<file path="src/shared/gsp_pkg.sv">
// Constants shared by the global sector protection control logic.
package gsp_pkg;
  localparam int unsigned SECTORS       = 64;
  localparam int unsigned SECTOR_W      = 6;
  // Register byte addresses on the AXI4-Lite slave.
  localparam logic [3:0]  STATUS_OFS    = 4'h0;
  localparam logic [3:0]  PROT_LO_OFS   = 4'h4;
  localparam logic [3:0]  PROT_HI_OFS   = 4'h8;
  localparam logic [3:0]  SW_WRSR_OFS   = 4'hc;
  // Status register data fields.
  localparam int unsigned SR_LOCK_BIT   = 7;
  localparam int unsigned SR_GLOB_MSB   = 5;
  localparam int unsigned SR_GLOB_LSB   = 2;
  localparam logic [3:0]  GLOB_ALL_ONE  = 4'hf;
  localparam logic [3:0]  GLOB_ALL_ZERO = 4'h0;
  // Fields of the STATUS read word.
  localparam int unsigned ST_LOCK_BIT   = 0;
  localparam int unsigned ST_WP_N_BIT   = 1;
  localparam int unsigned ST_LATCH_BIT  = 2;
  localparam int unsigned ST_ALL_BIT    = 3;
  localparam int unsigned ST_NONE_BIT   = 4;
  localparam int unsigned ST_PEND_BIT   = 5;
  // Reset values.
  localparam logic [63:0] PROT_RST      = 64'hffffffffffffffff;
  localparam logic        LOCK_RST      = 1'b0;
  // AXI responses.
  localparam logic [1:0]  RESP_OKAY     = 2'h0;
  localparam logic [1:0]  RESP_DECERR   = 2'h3;
  // Global operation codes.
  typedef enum logic [1:0] {
    GOP_NONE  = 2'b00,
    GOP_SET   = 2'b01,
    GOP_CLEAR = 2'b10
  } gop_t;
endpackage

</file>
<file path="src/hw/global_sector_protect_control.sv">
// Global sector protect and unprotect control with an AXI4-Lite view.
//
// Operation
// - Only a status write runs global operations and updates the lock.
// - A permitted write with bits 5:2 all one protects every sector.
// - A permitted write with bits 5:2 all zero unprotects every sector.
// - Any other pattern in bits 5:2 leaves every sector bit unchanged.
// - With lock zero globals run whatever the pin, and lock takes bit 7.
// - With the pin low and lock one, global requests change no sector.
// - Hard-locked, the lock stays one; only a high pin lets it clear.
// - Sector commands still work on top of any global state, with the latch set and lock zero.
// - Without the write enable latch set, no status write executes.
// - A set sector bit blocks program and erase; all are set at reset.
// - Pin high and lock one: no global runs, but lock takes bit 7.
// - Bits 5:2 are decoded, never stored; only bit 7 is kept as lock.
//
// Chosen here: the register addresses and the AXI4-Lite slave port.
`timescale 1ns/1ps
module global_sector_protect_control (
  input  wire logic        aclk,
  input  wire logic        aresetn,
  input  wire logic [3:0]  s_axi_awaddr,
  input  wire logic        s_axi_awvalid,
  output logic             s_axi_awready,
  input  wire logic [31:0] s_axi_wdata,
  input  wire logic [3:0]  s_axi_wstrb,
  input  wire logic        s_axi_wvalid,
  output logic             s_axi_wready,
  output logic [1:0]       s_axi_bresp,
  output logic             s_axi_bvalid,
  input  wire logic        s_axi_bready,
  input  wire logic [3:0]  s_axi_araddr,
  input  wire logic        s_axi_arvalid,
  output logic             s_axi_arready,
  output logic [31:0]      s_axi_rdata,
  output logic [1:0]       s_axi_rresp,
  output logic             s_axi_rvalid,
  input  wire logic        s_axi_rready,
  input  wire logic        cs_n,
  input  wire logic        wp_n,
  input  wire logic        write_enable_latch,
  input  wire logic        wrsr_done,
  input  wire logic [7:0]  wrsr_data,
  input  wire logic        sec_cmd_done,
  input  wire logic        sec_cmd_protect,
  input  wire logic [5:0]  sec_cmd_sector,
  input  wire logic [5:0]  pe_sector,
  output logic             pe_blocked,
  output logic             latch_clear,
  output logic             protection_regs_locked,
  output logic [63:0]      sector_protect
);

  typedef struct packed {
    logic [63:0] prot;
    logic        lock;
    logic        wrsr_pend;
    logic [7:0]  wrsr_byte;
    logic        sec_pend;
    logic        sec_set;
    logic [5:0]  sec_idx;
    logic        latch_clr;
    logic        aw_got;
    logic [3:0]  aw_addr;
    logic        w_got;
    logic [7:0]  w_byte;
    logic        w_lane0;
    logic        bvalid;
    logic [1:0]  bresp;
    logic        rvalid;
    logic [31:0] rdata;
    logic [1:0]  rresp;
  } state_t;

  state_t st_r;
  state_t st_nxt;

  logic       spi_apply;
  logic       sec_apply;
  logic       wr_done;
  logic       sw_apply;
  logic       do_wrsr;
  logic [7:0] wr_byte;

  ////////////////////////////////////////////////////////////////////////////

  function automatic gsp_pkg::gop_t global_op(input logic [7:0] d);
    logic [3:0] f;
    f = d[gsp_pkg::SR_GLOB_MSB:gsp_pkg::SR_GLOB_LSB];
    if (f == gsp_pkg::GLOB_ALL_ONE) begin
      return gsp_pkg::GOP_SET;
    end else if (f == gsp_pkg::GLOB_ALL_ZERO) begin
      return gsp_pkg::GOP_CLEAR;
    end
    return gsp_pkg::GOP_NONE;
  endfunction

  function automatic logic reg_mapped(input logic [3:0] a, input logic wr);
    case (a)
      gsp_pkg::STATUS_OFS,
      gsp_pkg::PROT_LO_OFS,
      gsp_pkg::PROT_HI_OFS: return !wr;
      gsp_pkg::SW_WRSR_OFS: return wr;
      default:              return 1'b0;
    endcase
  endfunction

  ////////////////////////////////////////////////////////////////////////////

  assign spi_apply = st_r.wrsr_pend && cs_n;
  assign sec_apply = st_r.sec_pend && cs_n;
  assign wr_done   = st_r.aw_got && st_r.w_got && !st_r.bvalid;
  // A software write waits one cycle if a serial status write applies now.
  assign sw_apply  = wr_done && !spi_apply && st_r.w_lane0 &&
                     (st_r.aw_addr == gsp_pkg::SW_WRSR_OFS);
  assign do_wrsr   = spi_apply || sw_apply;
  assign wr_byte   = spi_apply ? st_r.wrsr_byte : st_r.w_byte;

  assign s_axi_awready          = !st_r.aw_got && !st_r.bvalid;
  assign s_axi_wready           = !st_r.w_got && !st_r.bvalid;
  assign s_axi_bvalid           = st_r.bvalid;
  assign s_axi_bresp            = st_r.bresp;
  assign s_axi_arready          = !st_r.rvalid;
  assign s_axi_rvalid           = st_r.rvalid;
  assign s_axi_rdata            = st_r.rdata;
  assign s_axi_rresp            = st_r.rresp;
  assign latch_clear            = st_r.latch_clr;
  assign protection_regs_locked = st_r.lock;
  assign sector_protect         = st_r.prot;
  assign pe_blocked             = st_r.prot[pe_sector];

  always_comb begin
    st_nxt           = st_r;
    st_nxt.latch_clr = 1'b0;
    // Serial capture: a new frame replaces a pending one of its own kind not yet applied.
    if (!cs_n && wrsr_done) begin
      st_nxt.wrsr_pend = 1'b1;
      st_nxt.wrsr_byte = wrsr_data;
    end
    if (!cs_n && sec_cmd_done) begin
      st_nxt.sec_pend = 1'b1;
      st_nxt.sec_set  = sec_cmd_protect;
      st_nxt.sec_idx  = sec_cmd_sector;
    end
    if (spi_apply) begin
      st_nxt.wrsr_pend = 1'b0;
    end
    if (do_wrsr) begin
      st_nxt.latch_clr = 1'b1;
      if (write_enable_latch) begin
        if (!st_r.lock) begin
          case (global_op(wr_byte))
            gsp_pkg::GOP_SET:   st_nxt.prot = '1;
            gsp_pkg::GOP_CLEAR: st_nxt.prot = '0;
            default:            st_nxt.prot = st_r.prot;
          endcase
          st_nxt.lock = wr_byte[gsp_pkg::SR_LOCK_BIT];
        end else if (wp_n) begin
          st_nxt.lock = wr_byte[gsp_pkg::SR_LOCK_BIT];
        end
        // hard lock ignores; lock held by falling through.
      end
    end
    if (sec_apply) begin
      st_nxt.sec_pend = 1'b0;
      st_nxt.latch_clr = 1'b1;
      if (write_enable_latch && !st_r.lock) begin
        st_nxt.prot[st_r.sec_idx] = st_r.sec_set;
      end
    end
    // AXI write channel.
    if (s_axi_awvalid && s_axi_awready) begin
      st_nxt.aw_got  = 1'b1;
      st_nxt.aw_addr = s_axi_awaddr;
    end
    if (s_axi_wvalid && s_axi_wready) begin
      st_nxt.w_got   = 1'b1;
      st_nxt.w_byte  = s_axi_wdata[7:0];
      st_nxt.w_lane0 = s_axi_wstrb[0];
    end
    if (wr_done && (sw_apply || st_r.aw_addr != gsp_pkg::SW_WRSR_OFS ||
                    !st_r.w_lane0)) begin
      st_nxt.aw_got = 1'b0;
      st_nxt.w_got  = 1'b0;
      st_nxt.bvalid = 1'b1;
      st_nxt.bresp  = reg_mapped(st_r.aw_addr, 1'b1) ?
                      gsp_pkg::RESP_OKAY : gsp_pkg::RESP_DECERR;
    end
    if (st_r.bvalid && s_axi_bready) begin
      st_nxt.bvalid = 1'b0;
    end
    // AXI read channel.
    if (s_axi_arvalid && s_axi_arready) begin
      st_nxt.rvalid = 1'b1;
      st_nxt.rresp  = reg_mapped(s_axi_araddr, 1'b0) ?
                      gsp_pkg::RESP_OKAY : gsp_pkg::RESP_DECERR;
      st_nxt.rdata  = '0;
      case (s_axi_araddr)
        gsp_pkg::STATUS_OFS: begin
          st_nxt.rdata[gsp_pkg::ST_LOCK_BIT] = st_r.lock;
          st_nxt.rdata[gsp_pkg::ST_WP_N_BIT] = wp_n;
          st_nxt.rdata[gsp_pkg::ST_LATCH_BIT] = write_enable_latch;
          st_nxt.rdata[gsp_pkg::ST_ALL_BIT]  = &st_r.prot;
          st_nxt.rdata[gsp_pkg::ST_NONE_BIT] = ~|st_r.prot;
          st_nxt.rdata[gsp_pkg::ST_PEND_BIT] = st_r.wrsr_pend;
        end
        gsp_pkg::PROT_LO_OFS: st_nxt.rdata = st_r.prot[31:0];
        gsp_pkg::PROT_HI_OFS: st_nxt.rdata = st_r.prot[63:32];
        default:              st_nxt.rdata = '0;
      endcase
    end
    if (st_r.rvalid && s_axi_rready) begin
      st_nxt.rvalid = 1'b0;
    end
  end

  always_ff @(posedge aclk) begin
    if (!aresetn) begin
      st_r      <= '0;
      st_r.prot <= gsp_pkg::PROT_RST;
      st_r.lock <= gsp_pkg::LOCK_RST;
    end else begin
      st_r <= st_nxt;
    end
  end

  logic permit;
  assign permit = do_wrsr && write_enable_latch && !st_r.lock;
endmodule

</file>
<file path="config.mk">
export PLATFORM = sky130hd
export DESIGN_NAME = global_sector_protect_control
export DESIGN_NICKNAME = d
export VERILOG_FILES = /design/src/shared/gsp_pkg.sv /design/src/hw/global_sector_protect_control.sv
export SDC_FILE = /design/constraint.sdc
export NUM_CORES = 1
export LEC_CHECK = 0
export ABC_AREA = 1
export BUFFER_PORTS_ARGS = -buffer_cell sky130_fd_sc_hd__buf_2
export CORE_MARGIN = 2
export CORE_UTILIZATION = 40
export CTS_BUF_LIST = sky130_fd_sc_hd__clkbuf_4
export DETAILED_ROUTE_END_ITERATION = 6
export GPL_TIMING_DRIVEN = 0
export MAX_ROUTING_LAYER = met4
export PLACE_DENSITY_LB_ADDON = 0.3
export SLEW_MARGIN = 10
export SYNTH_ARGS = -nofsm -noshare
export SYNTH_HDL_FRONTEND = slang
export SYNTH_SLANG_ARGS = --single-unit
</file>
<file path="constraint.sdc">
create_clock -name aclk -period 1.7 [get_ports aclk]
set_input_delay 0.17 -clock aclk [delete_from_list [all_inputs] [get_ports aclk]]
set_output_delay 0.17 -clock aclk [all_outputs]
set_load 0.01 [all_outputs]
</file>
==> flow_summary.yaml <==
drt:
  dr.pass1.iters: 7
  drtIter0Drc: 1039
  antenna_left: 0
  routed-via-count: 9609
  drc: 0
  finalWirelength_um: 32190
  wire_per_inst_um: 17.07
  vias_per_cell: 5.098
logic_synthesis:
  ys_ff_latch: 128
  synth_enable_flop_cells: 0
  yosys_warnings: 0
  syn_area_um2: 8203
  avgSynthCellArea_um2: 6.200
  syn-num-nets: 1400
  synth_seq_area_share_pct: 31.24
  synthCells: 1323
  ys_dominant_reg_cell: "dfxtp_1"
  ys_types: 33
  ys_async_sr_fraction_pct: 0
flow_run:
  drv_cap: 0
global_route:
  grt.total_usage_pct: 27.48
  overflow: 0
  grt_max_degree: 17
  grt_pass1_vias: 8103
  gr-max-usage-layer: "met2"
  grt_util_met3_pct: 5.807
  globalRouteMet2Util_pct: 42.24
  grt_pass1_wl_um: 44610
  gr-usage-met1_pct: 36.85
  antenna_found_initial: 1
setup_path:
  critPathMaxStageDelay_ns: 0.39
  crit_chain: "inv_1 -> a21oi_1 -> o21ai_1 -> nand3_1 -> nand3_1 -> nand3_1 -> nand3_1 -> nand2_1 -> buf_2"
  cp-end-kind: "primary output"
  start_kind: "register"
  path_buf_inv: 2
  crit_arrival_ns: 1.82
  r2r_start: "st_r[70]"
  worst_path_max_delay_cell: "dfxtp_4"
  required_ns: 1.53
  cp_common_cell: "nand3_1"
  ff2ff_setup_slack_ns: -0.06
  timing.rr.end: "sector_protect[44]"
  critPathTopFamily: "simple AND/OR/NAND/NOR gates"
  crit_type: "register to primary output"
  path_max_fanout: 2
  reg2reg_depth: 12
sta:
  rsz0062_at_grt: "yes"
  period_needed_ns: 1.986
  clock_skew_ns: 0.02185
  setup_tns_ns: -0.8542
  fmaxAchievable_mhz: 503.4
  slew_violations: 0
  setup_viol: 39
  worstMarginPinSlew_ns: 0.6903
  period_share_pct: 116.8
  hold_violations: 0
  slew_headroom_pct: 53.98
  worst_slack_ns: -0.2864
finish:
  instances_no_fill: 1885
  nets: 1678
  final_area_um2: 11340
  fillers: 1946
  syn_to_final_growth_pct: 38.21
  drive_above_1_share_pct: 35.25
placed_design:
  io_buffers: 149
  gp_congestion: 0.9686
  dp_hpwl_um: 20660
  post_dp_cell_area_um2: 9286
  dp_slack_ns: -0.1984
  dp_cells: 1742
clock_tree:
  clockBufferDepth: 2
  htreeDepth: 4
  clk-insertion-delay-late_ns: 0.60
  ctsRootBufferMaster: "clkbuf_4"
  cts_sinks: 128
  numCtsBuffers: 17
  cts_tree: "done"
  clkTransAtPathRegs_ns: 0.13
floorplanning:
  die_h_um: 147.2
  ios: 185
  die_w_um: 147.2
  rows: 52
  die-area_um2: 21670
  core_um2: 20170
  start_util_pct: 40.67
pwr:
  power_frac_comb_pct: 21.0
  clkPwrFrac_pct: 32.5
  leakage_nw: 6.301
  vdd.ir_drop.worst_mv: 0.3573
  power_frac_seq_pct: 46.5
  p_switching_mw: 2.338
  power.share.switching_pct: 33.72
  power_density_nw_per_um2: 611.6
  p_int_mw: 4.596
run_status:
  status: "complete, but fails checks"
  violations: "setup timing"
min_path:
  hold_class: "primary input to register"
  hp-start: "s_axi_awvalid"
  min_path_cells: 4
  whs_endpoint: "st_r[50]"
## logic make-up (layout without fill, tap and decap cells)
| logic type | after synthesis | count (layout) | share of synthesized area (%) |
|---|---|---|---|
| simple gates | 635 | 639 | 32.12 |
| buf+inv | 343 | 630 | 21.55 |
| compound gates | 216 | 216 | 14.95 |
| flops | 128 | 128 | 31.24 |
| mux | 1 | 1 | 0.1373 |
| other cells | 0 | 1 | 0 |
## synth_stat cells (8+ instances only)
library cell,count,area [µm²]
nor3_2,8,80.08
nor2_4,8,90.09
o21ai_0,99,495.5
o221ai_1,27,236.5
a21oi_1,40,200.2
nand2_1,427,1603
inv_1,181,679.4
nand4_1,9,56.30
buf_6,13,146.4
nor2_1,123,461.7
a31oi_1,17,106.4
dfxtp_1,128,2562
buf_4,101,758.2
o21ai_1,23,115.1
clkbuf_1,40,150.1
nand3_1,45,225.2
## repair_timing
item / 4_1_cts / 5_1_grt
endpoints found under the setup margin: 20 / 95
setup buffers: 35 / 27
endpoints found under the hold margin: 33 / 0
pin swaps: 12 / 55
resized for setup: 122 / 166
gates cloned: 0 / 14
hold buffers: 35 / 0
## layout by cell type, fill, tap and decap left out, types with 13 or more instances in the layout
cell type | Yosys | routed
inv_1 | 181 | 174
clkbuf_1 | 40 | 35
nand2_2 | 5 | 65
a21oi_1 | 40 | 37
buf_2 | 3 | 153
buf_6 | 13 | 23
dfxtp_4 | 0 | 42
nand2_1 | 427 | 360
buf_4 | 101 | 145
o221ai_1 | 27 | 27
o21ai_0 | 99 | 76
buf_12 | 0 | 13
nor2_1 | 123 | 120
dfxtp_1 | 128 | 55
dlygate4sd3_1 | 0 | 35
o21ai_1 | 23 | 42
nand3_1 | 45 | 43
a31oi_1 | 17 | 17
clkbuf_4 | 0 | 17
dfxtp_2 | 0 | 31
## state kept, by name, indices dropped and copies added, names as in the netlist
| signal | count |
|---|---|
| s_axi_rresp | 1 |
| latch_clear | 1 |
| s_axi_bvalid | 1 |
| sector_protect | 64 |
| st_r | 26 |
| s_axi_rdata | 32 |
| protection_regs_locked | 1 |
| s_axi_rvalid | 1 |
| s_axi_bresp | 1 |
## power groups by stage
| stage | Clock [mW] | Sequential, mW | Combinational (mW) |
|---|---|---|---|
| 6_report | 2.25 | 3.22 | 1.45 |
| 5_1_grt | 2.41 | 3.24 | 1.59 |
| 4_1_cts | 2.27 | 3.20 | 1.23 |
| 3_5_place_dp | 0 | 3.33 | 1.12 |
| 3_3_place_gp | 0 | 3.33 | 1.11 |
| 2_1_floorplan | 0 | 3.28 | 0.788 |
## layout make-up
type	instances	area, µm²	share of cell area (%)
buffer	158	1091	9.624
multi-input combinational	856	4305	37.98
antenna	1	2.502	0.02207
clock inverter	15	157.7	1.391
inverter	184	694.4	6.125
sequential	128	2759	24.34
clock buffer	17	127.6	1.126
timing repair buffer	256	1862	16.42
tap	270	337.8	2.980
## worst min-delay path, cell delays in order
cell and delay [ns]:
buf_2 0.09, nand2_1 0.12, o21ai_0 0.11, nor2_1 0.09
## layer usage
metal,part of all wire (%),vias up
met4,3.1,0
li1,-,4630
met2,45,531
met3,10,99
met1,41,4349
met5,0,-
## how the worst max path moves through the flow
stage / from / to / slack [ns] / cells after the start
after floorplan: st_r[70] / sector_protect[55] / 0.28 / 11
after global placement: pe_sector[1] / pe_blocked / -0.23 / 10
after detailed placement: pe_sector[1] / pe_blocked / -0.20 / 11
after CTS: sector_protect[1] / pe_blocked / -0.27 / 9
after global routing: sector_protect[36] / pe_blocked / -0.40 / 9
final: sector_protect[45] / pe_blocked / -0.29 / 9
## stage by stage
step,util [%],hold slack [ns],total power [mW]
final,56.21,0.02621,6.934
after global routing,56.21,0.02460,7.238
after CTS,51.65,0.004631,6.702
after detailed placement,46.04,0.4057,4.449
after global placement,46.04,0.4002,4.434
after floorplan,-,0.2994,4.067
Power figures use the tool's default switching activity.
